[src/design/ddma_pkg.sv]
// Function
// disk read: request memory whenever the output register holds a full word
// memory data strobe clears the memory request in both directions
// disk read memory writes only while protect permission is set
// byte count decrements once per byte transferred, read or write
// file memory store strobe only while transfer go is clear
// memory drivers enabled while request accept is low during reads
// empty register and fifo ready fire a 100 ns pop pulse, set full
// full clears on memory store (read) or second byte sent (write)
// complete: words zero, fifo empty 5 us, bytes zero, register empty
// test mode: complete depends only on word count zero
// transfer complete is offered as a testable condition
// read: lost data when a byte arrives and fifo is full
// write: lost data when a byte is requested and register is empty
// lost data flag captures the combined condition on each byte strobe
// clear adapter command clears the lost data flag
// write: output register cleared between output words
// a-register mux: LL r1/file, HL status, LH zero/r1, HH zeros
// mux select from control, host status request forces status
// control bit places r1 in upper or lower half
// read: alternate upper/lower fifo halves while word count nonzero
// write: both fifo halves loaded on each memory data word
// word count decrements once per 16-bit word moved
// write: request while word count nonzero and fifo accepts input
// reset clears request, full, lost flags and empties fifo
package ddma_pkg;
    // ----------------------------------------
    // register map
    // ----------------------------------------
    localparam logic [7:0] ADR_CTRL = 8'h00;
    localparam logic [7:0] ADR_CMD = 8'h04;
    localparam logic [7:0] ADR_WCNT = 8'h08;
    localparam logic [7:0] ADR_BCNT = 8'h0c;
    localparam logic [7:0] ADR_R1 = 8'h10;
    localparam logic [7:0] ADR_STAT = 8'h14;
    localparam logic [7:0] ADR_AMUX = 8'h18;
    // ----------------------------------------
    // control bits
    // ----------------------------------------
    localparam int C_READ = 0;
    localparam int C_WRITE = 1;
    localparam int C_GO = 2;
    localparam int C_TEST = 3;
    localparam int C_PROT = 4;
    localparam int C_R1HI = 5;
    localparam int C_SEL0 = 6;
    localparam int C_SEL1 = 7;
    localparam int K_CLEAR_ADAPTER_CMD = 0;
    localparam int K_FCLR = 1;
    localparam logic [7:0] CTRL_RST = 8'h00;
    // ----------------------------------------
    // timing
    // ----------------------------------------
    localparam int CLK_NS = 40;
    localparam int POP_NS = 100;
    localparam int EMPTY_US = 5;
    localparam int POP_CYC = (POP_NS + CLK_NS - 1) / CLK_NS;
    localparam int EMPTY_CYC = (EMPTY_US * 1000 + CLK_NS - 1) / CLK_NS;
    localparam int FIFO_DEPTH = 64;
    // ----------------------------------------
    // carriers
    // ----------------------------------------
    typedef struct packed {
        logic fbs;
        logic mds_n;
        logic ra_n;
        logic streq;
        logic [7:0] fdat;
        logic [15:0] mdat;
    } ddma_pin_t;
    typedef struct packed {
        ddma_pin_t p1;
        ddma_pin_t p2;
        logic fbs_d;
        logic mds_d;
        logic [7:0] ctrl;
        logic [15:0] wc;
        logic [15:0] bc;
        logic [7:0] r1;
        logic [5:0] wp;
        logic [5:0] rp;
        logic [6:0] cnt;
        logic [7:0] hold;
        logic in_lo;
        logic out_lo;
        logic [1:0] pop;
        logic full;
        logic [15:0] oreg;
        logic req;
        logic lost;
        logic [6:0] ecnt;
        logic [7:0] fdo;
        logic ack;
        logic [31:0] rdat;
    } ddma_st_t;
endpackage : ddma_pkg

[src/design/ddma_core.sv]
`timescale 1ns/1ps
module ddma_core #(
    parameter int DEPTH = 64
) (
    input wire logic mclk_i,
    input wire logic resetn_i,
    input wire logic wb_cyc_i,
    input wire logic wb_stb_i,
    input wire logic wb_we_i,
    input wire logic [7:0] wb_adr_i,
    input wire logic [3:0] wb_sel_i,
    input wire logic [31:0] wb_dat_i,
    output logic [31:0] wb_dat_o,
    output logic wb_ack_o,
    input wire logic formatter_byte_strobe_i,
    input wire logic [7:0] formatter_data_i,
    output logic [7:0] formatter_data_o,
    input wire logic memory_data_strobe_n_i,
    input wire logic request_accept_n_i,
    input wire logic [15:0] memory_data_i,
    output logic memory_request_o,
    output logic [15:0] data_to_memory_lines_o,
    output logic memory_driver_enable_o,
    input wire logic status_request_i,
    output logic [15:0] a_reg_data_o,
    output logic transfer_complete_o,
    output logic lost_data_o
);
    // ----------------------------------------
    // state and storage
    // ----------------------------------------
    ddma_pkg::ddma_st_t s;
    ddma_pkg::ddma_st_t n;
    ddma_pkg::ddma_pin_t pins;
    logic [15:0] fifo_mem [0:DEPTH-1];
    logic [7:0] file_mem [0:15];
    logic push;
    logic pop_now;
    logic [15:0] push_dat;
    logic fm_we;
    logic [15:0] amux;

    function automatic logic [15:0] lane16(input logic [15:0] old, input logic [31:0] d,
                                           input logic [3:0] be);
        lane16 = {be[1] ? d[15:8] : old[15:8], be[0] ? d[7:0] : old[7:0]};
    endfunction : lane16

    function automatic logic [15:0] dec16(input logic [15:0] v);
        dec16 = (v != 16'h0000) ? v - 16'h0001 : v;
    endfunction : dec16

    assign pins = '{fbs: formatter_byte_strobe_i, mds_n: memory_data_strobe_n_i,
                    ra_n: request_accept_n_i, streq: status_request_i,
                    fdat: formatter_data_i, mdat: memory_data_i};

    // ----------------------------------------
    // derived conditions
    // ----------------------------------------
    logic rd;
    logic wr;
    logic go;
    logic fbs_ev;
    logic mds_ev;
    logic f_empty;
    logic f_full;
    logic wc_zero;
    logic bc_zero;
    logic lost_cond;
    logic [1:0] sel;
    assign rd = s.ctrl[ddma_pkg::C_READ];
    assign wr = s.ctrl[ddma_pkg::C_WRITE];
    assign go = s.ctrl[ddma_pkg::C_GO];
    assign fbs_ev = s.p2.fbs & ~s.fbs_d;
    assign mds_ev = ~s.p2.mds_n & s.mds_d;
    assign f_empty = (s.cnt == 7'h00);
    assign f_full = (s.cnt == 7'(DEPTH));
    assign wc_zero = (s.wc == 16'h0000);
    assign bc_zero = (s.bc == 16'h0000);
    assign lost_cond = (rd & f_full) | (wr & ~s.full);

    // ----------------------------------------
    // a-register multiplexer
    // ----------------------------------------
    logic [7:0] stat8;
    assign stat8 = {2'b00, f_full, f_empty, s.req, s.full, s.lost, transfer_complete_o};
    assign sel = s.p2.streq ? 2'b01 : {s.ctrl[ddma_pkg::C_SEL1], s.ctrl[ddma_pkg::C_SEL0]};
    always_comb begin
        case (sel)
            2'b00: amux = {s.r1, file_mem[s.bc[3:0]]};
            2'b01: amux = {stat8, stat8};
            2'b10: amux = s.ctrl[ddma_pkg::C_R1HI] ? {s.r1, 8'h00} : {8'h00, s.r1};
            default: amux = 16'h0000;
        endcase
    end

    // ----------------------------------------
    // next state
    // ----------------------------------------
    always_comb begin
        n = s;
        push = 1'b0;
        pop_now = 1'b0;
        push_dat = 16'h0000;
        fm_we = 1'b0;
        n.p1 = pins;
        n.p2 = s.p1;
        n.fbs_d = s.p2.fbs;
        n.mds_d = s.p2.mds_n;
        n.ack = 1'b0;
        // memory side
        if (mds_ev && s.req) begin
            n.req = 1'b0;
            if (wr) begin
                push = 1'b1;
                push_dat = s.p2.mdat;
                n.wc = dec16(s.wc);
            end else if (rd) begin
                n.full = 1'b0;
            end
        end else if (!s.req && go && s.pop == 2'b00) begin
            if (wr && !wc_zero && !f_full) begin
                n.req = 1'b1;
            end else if (rd && s.full && s.ctrl[ddma_pkg::C_PROT]) begin
                n.req = 1'b1;
            end
        end
        // formatter side
        if (fbs_ev) begin
            n.lost = lost_cond | s.lost;
            if (!go) begin
                fm_we = rd;
                if (rd) begin
                    n.bc = dec16(s.bc);
                end
            end else if (rd && !wc_zero && !f_full) begin
                n.bc = dec16(s.bc);
                n.in_lo = ~s.in_lo;
                if (!s.in_lo) begin
                    n.hold = s.p2.fdat;
                end else begin
                    push = 1'b1;
                    push_dat = {s.hold, s.p2.fdat};
                    n.wc = dec16(s.wc);
                end
            end else if (wr) begin
                n.fdo = s.out_lo ? s.oreg[7:0] : s.oreg[15:8];
                if (s.full) begin
                    n.bc = dec16(s.bc);
                    n.out_lo = ~s.out_lo;
                    if (s.out_lo) begin
                        n.full = 1'b0;
                        n.oreg = 16'h0000;
                    end
                end
            end
        end
        // fifo pop pulse
        if (s.pop != 2'b00) begin
            n.pop = s.pop - 2'b01;
            if (s.pop == 2'b01) begin
                pop_now = 1'b1;
                n.oreg = fifo_mem[s.rp];
            end
        end else if (!s.full && !f_empty) begin
            n.pop = 2'(ddma_pkg::POP_CYC);
            n.full = 1'b1;
        end
        if (push) begin
            n.wp = s.wp + 6'h01;
        end
        if (pop_now) begin
            n.rp = s.rp + 6'h01;
        end
        n.cnt = s.cnt + {6'h00, push} - {6'h00, pop_now};
        // empty timer
        if (!f_empty) begin
            n.ecnt = 7'h00;
        end else if (s.ecnt != 7'(ddma_pkg::EMPTY_CYC)) begin
            n.ecnt = s.ecnt + 7'h01;
        end
        // bus slave
        if (wb_cyc_i && wb_stb_i && !s.ack) begin
            n.ack = 1'b1;
            n.rdat = 32'h0000_0000;
            if (wb_adr_i == ddma_pkg::ADR_CTRL) begin
                n.rdat = {24'h000000, s.ctrl};
                if (wb_we_i && wb_sel_i[0]) begin
                    n.ctrl = wb_dat_i[7:0];
                end
            end else if (wb_adr_i == ddma_pkg::ADR_CMD) begin
                if (wb_we_i && wb_sel_i[0]) begin
                    if (wb_dat_i[ddma_pkg::K_CLEAR_ADAPTER_CMD] && !(fbs_ev && lost_cond)) begin
                        n.lost = 1'b0;
                    end
                    if (wb_dat_i[ddma_pkg::K_FCLR]) begin
                        n.wp = 6'h00;
                        n.rp = 6'h00;
                        n.cnt = 7'h00;
                        n.pop = 2'b00;
                        n.in_lo = 1'b0;
                        n.out_lo = 1'b0;
                        n.full = 1'b0;
                        n.req = 1'b0;
                    end
                end
            end else if (wb_adr_i == ddma_pkg::ADR_WCNT) begin
                n.rdat = {16'h0000, s.wc};
                if (wb_we_i) begin
                    n.wc = lane16(s.wc, wb_dat_i, wb_sel_i);
                end
            end else if (wb_adr_i == ddma_pkg::ADR_BCNT) begin
                n.rdat = {16'h0000, s.bc};
                if (wb_we_i) begin
                    n.bc = lane16(s.bc, wb_dat_i, wb_sel_i);
                end
            end else if (wb_adr_i == ddma_pkg::ADR_R1) begin
                n.rdat = {24'h000000, s.r1};
                if (wb_we_i && wb_sel_i[0]) begin
                    n.r1 = wb_dat_i[7:0];
                end
            end else if (wb_adr_i == ddma_pkg::ADR_STAT) begin
                n.rdat = {24'h000000, stat8};
            end else if (wb_adr_i == ddma_pkg::ADR_AMUX) begin
                n.rdat = {16'h0000, amux};
            end
        end
    end

    // ----------------------------------------
    // registers
    // ----------------------------------------
    always_ff @(posedge mclk_i or negedge resetn_i) begin
        if (!resetn_i) begin
            s <= '0;
            s.p1.mds_n <= 1'b1;
            s.p2.mds_n <= 1'b1;
            s.mds_d <= 1'b1;
            s.p1.ra_n <= 1'b1;
            s.p2.ra_n <= 1'b1;
            s.ctrl <= ddma_pkg::CTRL_RST;
        end else begin
            s <= n;
        end
    end

    always_ff @(posedge mclk_i) begin
        if (push) begin
            fifo_mem[s.wp] <= push_dat;
        end
        if (fm_we) begin
            file_mem[s.bc[3:0]] <= s.p2.fdat;
        end
    end

    // ----------------------------------------
    // outputs
    // ----------------------------------------
    always_comb begin
        if (s.ctrl[ddma_pkg::C_TEST]) begin
            transfer_complete_o = wc_zero;
        end else begin
            transfer_complete_o = wc_zero && (s.ecnt == 7'(ddma_pkg::EMPTY_CYC))
                                  && bc_zero && !s.full;
        end
    end
    assign memory_request_o = s.req;
    assign memory_driver_enable_o = s.req & rd & ~s.p2.ra_n;
    assign data_to_memory_lines_o = s.oreg;
    assign formatter_data_o = s.fdo;
    assign a_reg_data_o = amux;
    assign lost_data_o = s.lost;
    assign wb_ack_o = s.ack;
    assign wb_dat_o = s.rdat;
endmodule : ddma_core

[config.mk]
export PLATFORM = sky130hd
export DESIGN_NAME = ddma_core
export DESIGN_NICKNAME = d
export VERILOG_FILES = /design/src/design/ddma_pkg.sv /design/src/design/ddma_core.sv
export SDC_FILE = /design/constraint.sdc
export NUM_CORES = 1
export LEC_CHECK = 0
export BUFFER_PORTS_ARGS = -buffer_cell sky130_fd_sc_hd__buf_2
export CAP_MARGIN = 20
export CELL_PAD_IN_SITES_DETAIL_PLACEMENT = 1
export CELL_PAD_IN_SITES_GLOBAL_PLACEMENT = 2
export CORE_MARGIN = 2
export CORE_UTILIZATION = 30
export CTS_BUF_LIST = sky130_fd_sc_hd__clkbuf_4
export CTS_CLUSTER_SIZE = 28
export DETAILED_ROUTE_END_ITERATION = 6
export GPL_ROUTABILITY_DRIVEN = 0
export PLACE_DENSITY_LB_ADDON = 0.1
export SLEW_MARGIN = 20
export SYNTH_ARGS = -nofsm -noshare
export SYNTH_HDL_FRONTEND = slang
export SYNTH_SLANG_ARGS = --single-unit
export TNS_END_PERCENT = 30
[constraint.sdc]
create_clock -name mclk_i -period 4.8 [get_ports mclk_i]
set_input_delay 0.72 -clock mclk_i [delete_from_list [all_inputs] [get_ports mclk_i]]
set_output_delay 0.72 -clock mclk_i [all_outputs]
set_load 0.01 [all_outputs]
After elaboration in Yosys (flattened, before gate mapping) --
Memory sizes are Yosys's and may differ from the RTL's. Cells that the tools add are included.
Word-level totals: bits in writable memories 1152, memories 2, input bits 77, bits in registers 204, word-level logic and storage cells 221, output and inout port bits 77
Cells by class: bitwise logic cells 19, add/sub/neg operators 8, reduce and logical (&&, ||, !) cells 38, equal/unequal tests 17, multiplexer cells 102
Memory list:
- fifo_mem | depth 64, bits a word 16, rd ports 1, clocked after Yosys merged registers in 0, write ports 1, line ddma_core.sv:35 | logic [15:0] fifo_mem [0:DEPTH-1];
- file_mem | depth 16, bits a word 8, rd ports 1, clocked after Yosys merged registers in 0, write ports 1, line ddma_core.sv:36 | logic [7:0] file_mem [0:15];
Operator list (number):
- 16-bit 2-to-1 mux | 32
- 59-bit 2-to-1 mux | 2
- 17-bit 2-to-1 mux | 6
- 19-bit 2-to-1 mux | 3
- 8-bit 2-to-1 mux | 6
- 16-bit one-hot mux with 3 select lines | 1
- 40-bit 2-to-1 mux | 1
- 33-bit 2-to-1 mux | 1
- 16-bit logical NOT | 2
- 32-bit 2-to-1 mux | 1
- 16-bit nonzero test | 2
- 16-bit by 1-bit subtractor with 16-bit output, second input constant | 2
- 1-bit 2-to-1 mux | 30
- 5-bit 2-to-1 mux | 5
- 8-bit by 5-bit == test with 1-bit output, second input constant | 3
- 24-bit 2-to-1 mux | 1
- 7-bit inequality test, second input constant | 3
- 1-bit logical AND | 18
- 8-bit by 4-bit == test with 1-bit output, second input constant | 2
- 2-bit 2-to-1 mux | 8
- 7-bit == test, second input constant | 2
- 7-bit 2-to-1 mux | 2
- 6-bit by 1-bit adder with 6-bit output, second input constant | 2
- 6-bit 2-to-1 mux | 2
- 21 further kinds | 47

Longest topological paths before layout --
Gate-level depths: netlist of run 1.
depth after elaboration 17, depth in mapped cells 17, gate-level depth less buffers 17

Least setup slack after synthesis of run 1 --
No wires, ideal clock.
kind reg-to-reg, start point reg s[122] (netlist bit), end point mem fifo_mem[0][11] (data pin), slack -0.317 ns, stages on the path, launching flop included 8, data required time 4.099 ns, path buffers 1, library setup time 0.701 ns, data arrival time 4.416 ns, clock period less this slack 5.117 ns, cell sequence dfrtp_1 inv_1 ha_1 or3b_2 nor4_4 a21oi_2 clkbuf_1 o21ai_0
Between the ends: cells in the longest elaborated chain, start to end 7
Ends and longest elaborated chain:
- start: declaration | line ddma_core.sv:32 | ddma_pkg::ddma_st_t s;
- start signal: assignment | line ddma_core.sv:242 | s <= n;
- 16-bit logical NOT | line ddma_core.sv:77 | assign wc_zero = (s.wc == 16'h0000);
- 1-bit logical NOT | line ddma_core.sv:135 | end else if (rd && !wc_zero && !f_full) begin
- 1-bit logical AND (2 in a row) | line ddma_core.sv:135
- 16-bit 2-to-1 mux | line ddma_core.sv:135
- 16-bit 2-to-1 mux | line ddma_core.sv:130 | if (!go) begin
- 16-bit 2-to-1 mux | line ddma_core.sv:128 | if (fbs_ev) begin
- via push_dat[11] | line ddma_core.sv:39 | logic [15:0] push_dat;
- end: declaration | line ddma_core.sv:35
The timed path passes the listed nets, and every way through them passes these cells.

Final worst setup path of run 1 --
start point reg s[122] (netlist bit), end point out a_reg_data_o[8]
Between the ends: cells in the longest elaborated chain, start to end 6
Ends and longest elaborated chain:
- 16-bit logical NOT * | line ddma_core.sv:77
- 1-bit logical AND | line ddma_core.sv:262 | transfer_complete_o = wc_zero && (s.ecnt == 7'(ddma_pkg::EMPTY_CYC))
- 1-bit logical AND (2 in a row) | line ddma_core.sv:263 | && bc_zero && !s.full;
- 1-bit 2-to-1 mux * | line ddma_core.sv:259 | if (s.ctrl[ddma_pkg::C_TEST]) begin
- 16-bit one-hot mux with 3 select lines * | line ddma_core.sv:88 | case (sel)
- end: declaration | line ddma_core.sv:25 | output logic [15:0] a_reg_data_o,
Mark *: on every way between the ends. The rest lies on a longest branch, timed or not.

==> results of run 1 <==
## repair_timing
item,in CTS,in global routing
gates resized for setup,5,1
hold endpoints to repair,178,0
pin swaps,0,1
hold buffers,88,0
endpoints found under the setup margin,9,2
## through the flow
stage,utilization,total power [W]
2_1_floorplan,-,0.0155
4_1_cts,0.355,0.0272
3_3_place_gp,0.324,0.0166
5_1_grt,0.355,0.0279
3_5_place_dp,0.324,0.0167
6_report,0.355,0.0266
## sequential cells by signal, summed over array words and instances, names as in the netlist, 8 cells and up
name                    cells
fifo_mem                 1024
n                          30
file_mem                  128
formatter_data_o            8
wb_dat_o                   16
data_to_memory_lines_o     16
s                         113
## path summary, 6_finish.rpt
kind,slack (ps),cells past startpoint,endpoint,from
worst max-delay path,240,8,a_reg_data_o[8],s[122]$_DFFE_PN0P_
worst min-delay path,160,2,n[151]$_DFF_PN0_,memory_data_i[3]
worst max register to register,600,17,s[85]$_DFF_PN0_,s[122]$_DFFE_PN0P_
worst min register to register,300,0,s[152]$_DFF_PN0_,n[152]$_DFF_PN0_
max in group asynchronous,3350,4,wb_dat_o[12]$_DFFE_PN0P_,resetn_i
min in group asynchronous,530,3,n[155]$_DFF_PN0_,resetn_i
## cell type report
class / instances / area [um^2] / area share
flip-flops and latches: 1340 / 39300 / 0.622
well taps: 2355 / 2950 / 0.0466
repair buffers: 368 / 2870 / 0.0454
inverters: 25 / 93.8 / 0.00148
multi-input cells: 1365 / 13400 / 0.212
clock buffers: 565 / 4240 / 0.0671
diodes: 5 / 12.5 / 0.000198
clock inverters: 77 / 369 / 0.00584
## power breakdown
group          total (W)  switching [W]  internal [W]
registers         0.0130       0.000354        0.0126
clock network     0.0103        0.00478       0.00547
logic            0.00338        0.00178       0.00159
## cells by family (layout without fill, tap and decap cells)
group                      after synthesis  after routing  synth area share
buffers and inverters                  232           1035            0.0224
AOI/OAI and AO/OA                      389            389            0.0494
DFF                                   1340           1340             0.733
adders and majority gates               21             21           0.00504
xor gates and xnor gates                23             23           0.00376
other                                    1             21         0.0000699
and+or+nand+nor                        543            543            0.0486
muxes                                  373            373             0.138
## synthesized netlist by cell type, drive strengths merged, types with 15 or more instances
cell type / number / area (um^2)
a21oi: 72 / 364
nand2: 142 / 536
clkbuf: 81 / 325
and2: 15 / 93.8
dfrtp: 183 / 4580
ha: 20 / 250
o22ai: 40 / 250
edfxtp: 1152 / 34600
mux2: 27 / 304
buf: 126 / 783
a211oi: 24 / 185
a221oi: 17 / 149
o21ai: 71 / 359
a22oi: 52 / 390
a31oi: 16 / 115
nor2: 200 / 761
nand3: 25 / 125
nand2b: 17 / 106
inv: 25 / 93.8
mux4: 289 / 6510
mux2i: 57 / 571
nor2b: 23 / 144
nor3: 30 / 155
## layer usage
layer	up-vias	routed length, um	global-route usage
met3	254	8180	0.0418
li1	13100	-	-
met5	-	0	0
met4	0	4410	0.0644
met1	16000	72400	0.240
met2	764	80800	0.300
==> run_results.csv, run 1 <==
group,metric,value,unit
critical_path,cp_top_family,"simple AND/OR/NAND/NOR gates",
sta,min_period,4560,ps
sta,tns,0,ps
floorplanning,ios,154,
floorplanning,core,178000,um^2
yosys,synth_edf_count,1152,
job,drv_cap,0,
route,num_vias,30100,
grt,grt_pass1_wl,238000,um
clock_tree,clkLatencyLatePin,1350,ps
critical_path,setup.worst_path.end_class,"output port",
yosys,ys_seq_area_frac,0.733,
yosys,syn_inst,2922,
critical_path,cp_cell_sequence,"inv_1 > ha_1 > or3b_2 > nor4_4 > buf_4 > nand2_1 > o31ai_2 > buf_2",
critical_path,cp.arrival,3840,ps
critical_path,worst_ep_required_time,4080,ps
floorplanning,initial_core_util,0.301,
worst_hold_path,hold_class,"input port to flop",
route,drtIter0Drc,2189,
clock_tree,cts_setup_buffers,0,
floorplanning,fp-row-count,155,
cells_and_area,final_cell_mix,"1,152 x edfxtp_1, 566 x clkbuf_4, 289 x mux4_2",
route,ant_nets,0,
critical_path,cp_max_fo,7,
clock_tree,cts_max_level,5,
run_status,status,"finished, final reports clean",
clock_tree,cts_tree,"built",
placed_design,place_ws,490,ps
cells_and_area,stdcell_count,6100,
route,dr.pass1.iters,5,
grt,antenna_found_initial,6,
critical_path,critPathMaxStageDelay,530,ps
route,drc,0,
placed_design,place_area,57700,um^2
floorplanning,die_x,427,um
sta,fmax,219,MHz
yosys,synthesis.area,53600,um^2
yosys,synth_seq_cells,1340,
clock_tree,ctsLongestPathBuffers,4,
critical_path,cp_slowest_cell,"or3b_2",
clock_tree,cts_sinks,1340,
placed_design,dpl.cell_count,5364,
sta,setup_slack,237,ps
sta,finalHoldViolCount,0,
sta,skew,133,ps
cells_and_area,layout_commonest_cell,"edfxtp_1",
route,avgViaCountPerCell,4.93,
critical_path,critPathLaunchType,"flop",
pwr,peakVddDrop,0.216,mV
sta,setup_viol,0,
cells_and_area,nFillCells,18000,
grt,grt_usage,0.184,
sta,final_max_slew_viol_count,0,
yosys,ys.warnings.count,0,
grt,grt_max_degree,71,
placed_design,hpwl,104000,um
sta,rsz0062_at_grt,"false",
floorplanning,die-area,182000,um^2
cells_and_area,layout-drive-gt1-share,0.333,
floorplanning,die_h,427,um
sta,slew_headroom,0.153,
pwr,power.static_leakage,19.9,nW
cells_and_area,areaGrowthSynthToFinish,17.9,%
cells_and_area,fin_area,63200,um^2
critical_path,cp.buffers_inverters,3,
clock_tree,numCtsBuffers,379,
sta,whs,157,ps
clock_tree,cts_root_buffer,"clkbuf_4",
sta,finalCritPeriodShare,0.951,
pwr,p_per_area,421,nW/um^2
clock_tree,cts.clk_slew.worst_paths,60,ps
grt,grt_pass1_vias,33400,
placed_design,port_buffers,119,
grt,grt.overflow.total,0,
yosys,syn_avg_cell_area,18.4,um^2
critical_path,path_class,"flop to output port",
route,drt_wl_total,166000,um
yosys,synth_flop_cell,"edfxtp_1",
cells_and_area,nets,3577,
yosys,synthArstFlopShare,0.140,
sta,timing_worst_slew_pin_value,1260,ps
yosys,synth.distinct_cells,92,
route,wl_per_cell,27.2,um
Note: power is estimated with default switching activity, not from simulation.
==> inputs of run 2 (changes only) <==
--- a/config.mk
+++ b/config.mk
@@ -5,8 +5,8 @@
 export SDC_FILE = /design/constraint.sdc
 export NUM_CORES = 1
 export LEC_CHECK = 0
+export ABC_AREA = 1
 export BUFFER_PORTS_ARGS = -buffer_cell sky130_fd_sc_hd__buf_2
-export CAP_MARGIN = 20
 export CELL_PAD_IN_SITES_DETAIL_PLACEMENT = 1
 export CELL_PAD_IN_SITES_GLOBAL_PLACEMENT = 2
 export CORE_MARGIN = 2
==> run_results.csv, run 2 <==
group,metric,value,unit
floorplanning,die_x,435,um
worst_hold_path,hold_depth,6,
grt,grt_pass1_wl,290000,um
pwr,power.static_leakage,21.4,nW
clock_tree,cts_tree,"built",
cells_and_area,fin_area,65600,um^2
sta,finalHoldViolCount,0,
clock_tree,ctsLongestPathBuffers,4,
yosys,syn_inst,4731,
yosys,synth_xor_area_frac,0.00330,
route,drc,0,
floorplanning,die_h,435,um
sta,setup_viol,0,
critical_path,cp.buffers_inverters,3,
clock_tree,cts_setup_buffers,0,
worst_hold_path,hold_class,"input port to flop",
placed_design,dpl.cell_count,7169,
yosys,synth_seq_cells,1340,
floorplanning,initial_core_util,0.302,
critical_path,path_common_cell,"nand2_1",
cells_and_area,areaGrowthSynthToFinish,17.5,%
clock_tree,numCtsBuffers,396,
placed_design,hpwl,117000,um
cells_and_area,nets,5283,
sta,fmax,224,MHz
sta,whs,214,ps
floorplanning,core,185000,um^2
route,num_vias,39300,
yosys,synthesis.area,55800,um^2
yosys,synth_flop_cell,"edfxtp_1",
placed_design,port_buffers,119,
job,drv_cap,0,
critical_path,cp.arrival,3740,ps
sta,finalCritPeriodShare,0.928,
yosys,yosys-top-cells-count,"1,152 x edfxtp_1, 809 x nor2_1, 696 x o21ai_0",
cells_and_area,layout-drive-gt1-share,0.187,
placed_design,place_ws,1070,ps
yosys,ys.warnings.count,0,
cells_and_area,largest_register_ff_count,1024,
worst_hold_path,hold_start,"wb_adr_i[1]",
yosys,syn_avg_cell_area,11.8,um^2
critical_path,reg2reg_slack,1160,ps
critical_path,cp_max_fo,36,
yosys,ys_seq_area_frac,0.705,
yosys,synth_simple_gate_area_frac,0.119,
grt,met3_usage,0.0392,
critical_path,setup.worst_path.end_class,"output port",
yosys,synth_compound_area_frac,0.122,
floorplanning,fp-row-count,158,
grt,grt_pass1_vias,41000,
clock_tree,cts.clk_slew.worst_paths,70,ps
placed_design,place_area,59600,um^2
grt,grt.overflow.total,0,
route,dr.pass1.iters,5,
clock_tree,cts_root_buffer,"clkbuf_4",
critical_path,reg2reg_to,"s[85]$_DFF_PN0_",
critical_path,worst_ep_required_time,4080,ps
cells_and_area,final_cell_mix,"1,152 x edfxtp_1, 769 x nor2_1, 687 x o21ai_0",
grt,grt_usage,0.209,
critical_path,cp_slowest_cell,"dfrtp_2",
sta,final_max_slew_viol_count,0,
pwr,peakVddDrop,0.336,mV
clock_tree,cts_max_level,5,
run_status,status,"finished, final reports clean",
sta,min_period,4460,ps
sta,tns,0,ps
route,wl_per_cell,25.1,um
cells_and_area,stdcell_count,7962,
yosys,synth.distinct_cells,51,
clock_tree,cts_sinks,1340,
critical_path,critPathLaunchType,"flop",
critical_path,path_class,"flop to output port",
yosys,synth_top_family_by_area,"compound AO/OA/AOI/OAI gates",
yosys,synth_edf_count,1152,
grt,grt_max_degree,129,
cells_and_area,top_register,"fifo_mem",
cells_and_area,nFillCells,20200,
grt,met2_usage,0.351,
yosys,synth_adder_area_share,0.00484,
worst_hold_path,min_to,"wb_dat_o[11]$_DFFE_PN0P_",
yosys,synthArstFlopShare,0.140,
critical_path,critPathMaxStageDelay,600,ps
yosys,synth_area_leaders,"edfxtp_1 62%, dfrtp_1 8.2%, o21ai_0 6.2%, nor2_1 5.4%, nand2_1 3.6%",
floorplanning,die-area,189000,um^2
route,avgViaCountPerCell,4.94,
yosys,synth_area_leader_cell,"edfxtp_1",
critical_path,cp_top_family,"buffers and inverters",
yosys,synth_top_area_share,0.620,
yosys,yosys.cell_count.top_type,"edfxtp_1",
grt,busiest_layer,"met2",
sta,setup_slack,344,ps
sta,slew_headroom,0.276,
critical_path,timing.rr.start,"s[83]$_DFF_PN0_",
pwr,p_per_area,500,nW/um^2
route,drtIter0Drc,2328,
grt,grtUsageMet1,0.272,
sta,timing_worst_slew_pin_value,1080,ps
route,ant_nets,0,
floorplanning,ios,154,
grt,antenna_found_initial,11,
critical_path,cp_cell_sequence,"inv_6 > buf_4 > nor2_1 > o21ai_0 > nand2_1 > nand2_1 > o21ai_1 > nand2_1 > buf_2",
route,drt_wl_total,200000,um
cells_and_area,layout_commonest_cell,"edfxtp_1",
yosys,muxShareOfSynthArea,0.00144,
clock_tree,clkLatencyLatePin,1370,ps
sta,skew,72.7,ps
critical_path,rr_worst_depth,18,
sta,rsz0062_at_grt,"false",
## run 2: changes by cell type after synthesis, moves of 53 or more
cell	change
nor2_1	+611
nand2_1	+389
mux4_2	-289
o21ai_0	+626
clkbuf_1	+81
inv_1	+151
o221ai_1	+154
o22ai_1	+53
nand3_1	+200
## run 2: tightest hold or removal path, delay by kind of cell
kind,cells,cell delay (ps)
AO/OA/AOI/OAI,2,370
buffers and inverters,1,80
AND/OR/NAND/NOR,3,290
## run 2: stage by stage
step                 util  total power [W]
global route        0.354           0.0347
detailed placement  0.322           0.0223
global placement    0.322           0.0223
CTS                 0.354           0.0334
floorplan               -           0.0184
finish              0.354           0.0327
## run 2: layout make-up
type / count / area [um^2] / share of cell area
clock inverters: 71 / 305 / 0.00466
diodes: 7 / 17.5 / 0.000267
flip-flops and latches: 1340 / 39300 / 0.600
multi-input cells: 2877 / 14300 / 0.219
inverters: 185 / 724 / 0.0111
clock buffers: 617 / 4630 / 0.0707
well taps: 2480 / 3100 / 0.0473
repair buffers: 385 / 3120 / 0.0475
## run 2: power breakdown
part	switching, W	leakage, nW	internal, W
logic	0.00655	7.81	0.00228
clock network	0.00502	2.97	0.00583
registers	0.000355	10.6	0.0127
total	0.0119	21.4	0.0208
## run 2: how the worst max path moves through the flow
stage                  startpoint                       end  slack, ps  cells after the start
2_1_floorplan     s[83]$_DFF_PN0_  fifo_mem[0][6]$_DFFE_PP_        380                      8
3_3_place_gp   s[122]$_DFFE_PN0P_           s[85]$_DFF_PN0_       1110                     18
3_5_place_dp   s[122]$_DFFE_PN0P_           s[85]$_DFF_PN0_       1070                     18
4_1_cts        s[109]$_DFFE_PN0P_       transfer_complete_o          5                      8
5_1_grt        s[106]$_DFFE_PN0P_           a_reg_data_o[2]         20                     11
6_report       s[106]$_DFFE_PN0P_           a_reg_data_o[1]        340                      9
## run 2: cells by family after synthesis
group / count (synthesis)
AND/OR/NAND/NOR: 1638
flip-flops: 1340
AO/OA/AOI/OAI: 1173
buffers and inverters: 529
adder cells (fa/ha/maj): 21
XOR/XNOR: 21
multiplexers: 8
other: 1
## run 2: timing repair
item                       CTS  global route
hold endpoints to repair   257             0
hold buffers                98             0
setup endpoints to repair   10             2
resized for setup            7             2
## run 2: layer usage
metal,routed length (um),vias up
met2,97000,830
met3,8330,311
met4,4970,0
met5,0,-
li1,-,18200
met1,89400,20000
==> inputs of run 3 (changes only) <==
--- a/config.mk
+++ b/config.mk
@@ -16,6 +16,7 @@
 export DETAILED_ROUTE_END_ITERATION = 6
 export GPL_ROUTABILITY_DRIVEN = 0
 export PLACE_DENSITY_LB_ADDON = 0.1
+export REMOVE_ABC_BUFFERS = 1
 export SLEW_MARGIN = 20
 export SYNTH_ARGS = -nofsm -noshare
 export SYNTH_HDL_FRONTEND = slang
==> run_results.csv, run 3 (same netlist as run 2, synthesis figures left out) <==
group,metric,value,unit
pwr,combinationalPowerShare,0.263,
sta,finalCritPeriodShare,0.925,
cells_and_area,stdcell_count,7936,
pwr,power_frac_seq,0.406,
grt,met3_usage,0.0358,
cells_and_area,top_register,"fifo_mem",
route,drc,0,
worst_hold_path,hold_class,"input port to flop",
pwr,power.static_leakage,21.3,nW
grt,grt_pass1_vias,41400,
grt,grt_max_degree,137,
critical_path,cp.buffers_inverters,3,
cells_and_area,areaGrowthSynthToFinish,17.0,%
clock_tree,cts.clk_slew.worst_paths,60,ps
critical_path,cp_slowest_cell,"o21ai_0",
critical_path,critPathMaxStageDelay,410,ps
route,wl_per_cell,25.1,um
run_status,status,"finished, final reports clean",
route,num_vias,39400,
cells_and_area,final_cell_mix,"1,152 x edfxtp_1, 778 x nor2_1, 687 x o21ai_0",
floorplanning,initial_core_util,0.302,
floorplanning,die_h,435,um
sta,rsz0062_at_grt,"false",
clock_tree,ctsLongestPathBuffers,4,
grt,met2_usage,0.353,
cells_and_area,nFillCells,20400,
job,drv_cap,0,
clock_tree,cts_max_level,5,
sta,setup_slack,360,ps
floorplanning,fp-row-count,158,
pwr,peakVddDrop,0.359,mV
sta,setup_viol,0,
critical_path,cp.arrival,3720,ps
pwr,power.internal,0.0207,W
placed_design,dpl.cell_count,7170,
grt,grt.overflow.total,0,
critical_path,setup.worst_path.end_class,"output port",
grt,antenna_found_initial,7,
clock_tree,cts_root_buffer,"clkbuf_4",
sta,fmax,225,MHz
route,drt_wl_total,199000,um
pwr,p_per_area,494,nW/um^2
route,dr.pass1.iters,5,
floorplanning,core,185000,um^2
grt,grt_usage,0.207,
grt,busiest_layer,"met2",
cells_and_area,postLayoutCoreUtil,0.353,
pwr,switching_share,0.359,
cells_and_area,nets,5284,
pwr,switchingPower,0.0116,W
floorplanning,ios,154,
critical_path,cp_top_family,"buffers and inverters",
pwr,p_clk_frac,0.332,
route,ant_nets,0,
grt,grtUsageMet1,0.268,
sta,slew_headroom,0.316,
critical_path,worst_ep_required_time,4080,ps
cells_and_area,layout_commonest_cell,"edfxtp_1",
critical_path,cp_max_fo,32,
clock_tree,clkLatencyLatePin,1310,ps
cells_and_area,largest_register_ff_count,1024,
clock_tree,cts_setup_buffers,0,
sta,min_period,4440,ps
clock_tree,numCtsBuffers,399,
placed_design,hpwl,116000,um
critical_path,critPathLaunchType,"flop",
sta,timing_worst_slew_pin_value,1020,ps
placed_design,place_ws,1120,ps
critical_path,cp_cell_sequence,"buf_4 > buf_4 > o21ai_0 > o21ai_0 > nand2_1 > nand2_1 > o21ai_1 > nand2_1 > buf_2",
critical_path,path_common_cell,"nand2_1",
cells_and_area,layout-drive-gt1-share,0.181,
floorplanning,die_x,435,um
clock_tree,cts_sinks,1340,
clock_tree,cts_tree,"built",
sta,skew,115,ps
grt,grt_pass1_wl,288000,um
route,drtIter0Drc,2251,
placed_design,port_buffers,119,
route,avgViaCountPerCell,4.96,
sta,final_max_slew_viol_count,0,
floorplanning,die-area,189000,um^2
sta,tns,0,ps
critical_path,path_class,"flop to output port",
sta,finalHoldViolCount,0,
[run 3: repair_timing]
action | 4_1_cts | 5_1_grt
setup endpoints to repair | 1 | 0
hold buffers | 94 | 0
endpoints found under the hold margin | 245 | 0
resized for setup | 2 | 0
[run 3: worst paths after layout]
kind | slack (ps) | end | startpoint | cells after the start
max in group asynchronous | 3560 | s[161]$_DFF_PN0_ | resetn_i | 4
min in group asynchronous | 640 | n[173]$_DFF_PN1_ | resetn_i | 3
max | 360 | a_reg_data_o[3] | s[107]$_DFFE_PN0P_ | 9
max reg2reg | 1090 | s[135]$_DFFE_PN0P_ | wb_ack_o$_DFF_PN0_ | 11
min reg2reg | 340 | s[159]$_DFF_PN0_ | n[159]$_DFF_PN0_ | 0
min | 230 | n[152]$_DFF_PN0_ | memory_data_i[4] | 2
[run 3: area by class of cell]
type	instances	area [um^2]	share of cell area
antenna	8	20.0	0.000307
clock buffer	586	4400	0.0674
clock inverter	77	404	0.00619
inverter	185	716	0.0110
multi-input combinational	2877	14300	0.219
sequential	1340	39300	0.602
tap	2480	3100	0.0475
timing repair buffer	383	3030	0.0464
[run 3: through the flow]
step	total power [W]	hold WS [ps]	instance area (um^2)
floorplan	0.0175	331	54000
global placement	0.0219	334	59500
detailed placement	0.0220	336	59500
CTS	0.0330	3.42	65300
global route	0.0342	54.0	65300
finish	0.0323	233	65300
[run 3: power groups by stage]
stage                     Clock [W]  Sequential (W)  Combinational [W]
after global placement            0          0.0134            0.00856
after floorplan                   0          0.0137            0.00385
after CTS                    0.0112          0.0131            0.00870
final                        0.0107          0.0131            0.00848
after detailed placement          0          0.0134            0.00861
after global routing         0.0118          0.0131            0.00932
[run 3: per-layer routing]
layer | up-vias | wire length [um] | share of wire
met5 | - | 0 | 0
met4 | 0 | 5020 | 0.025
met3 | 326 | 7560 | 0.038
met2 | 822 | 97700 | 0.49
met1 | 20000 | 88600 | 0.45
li1 | 18200 | - | -
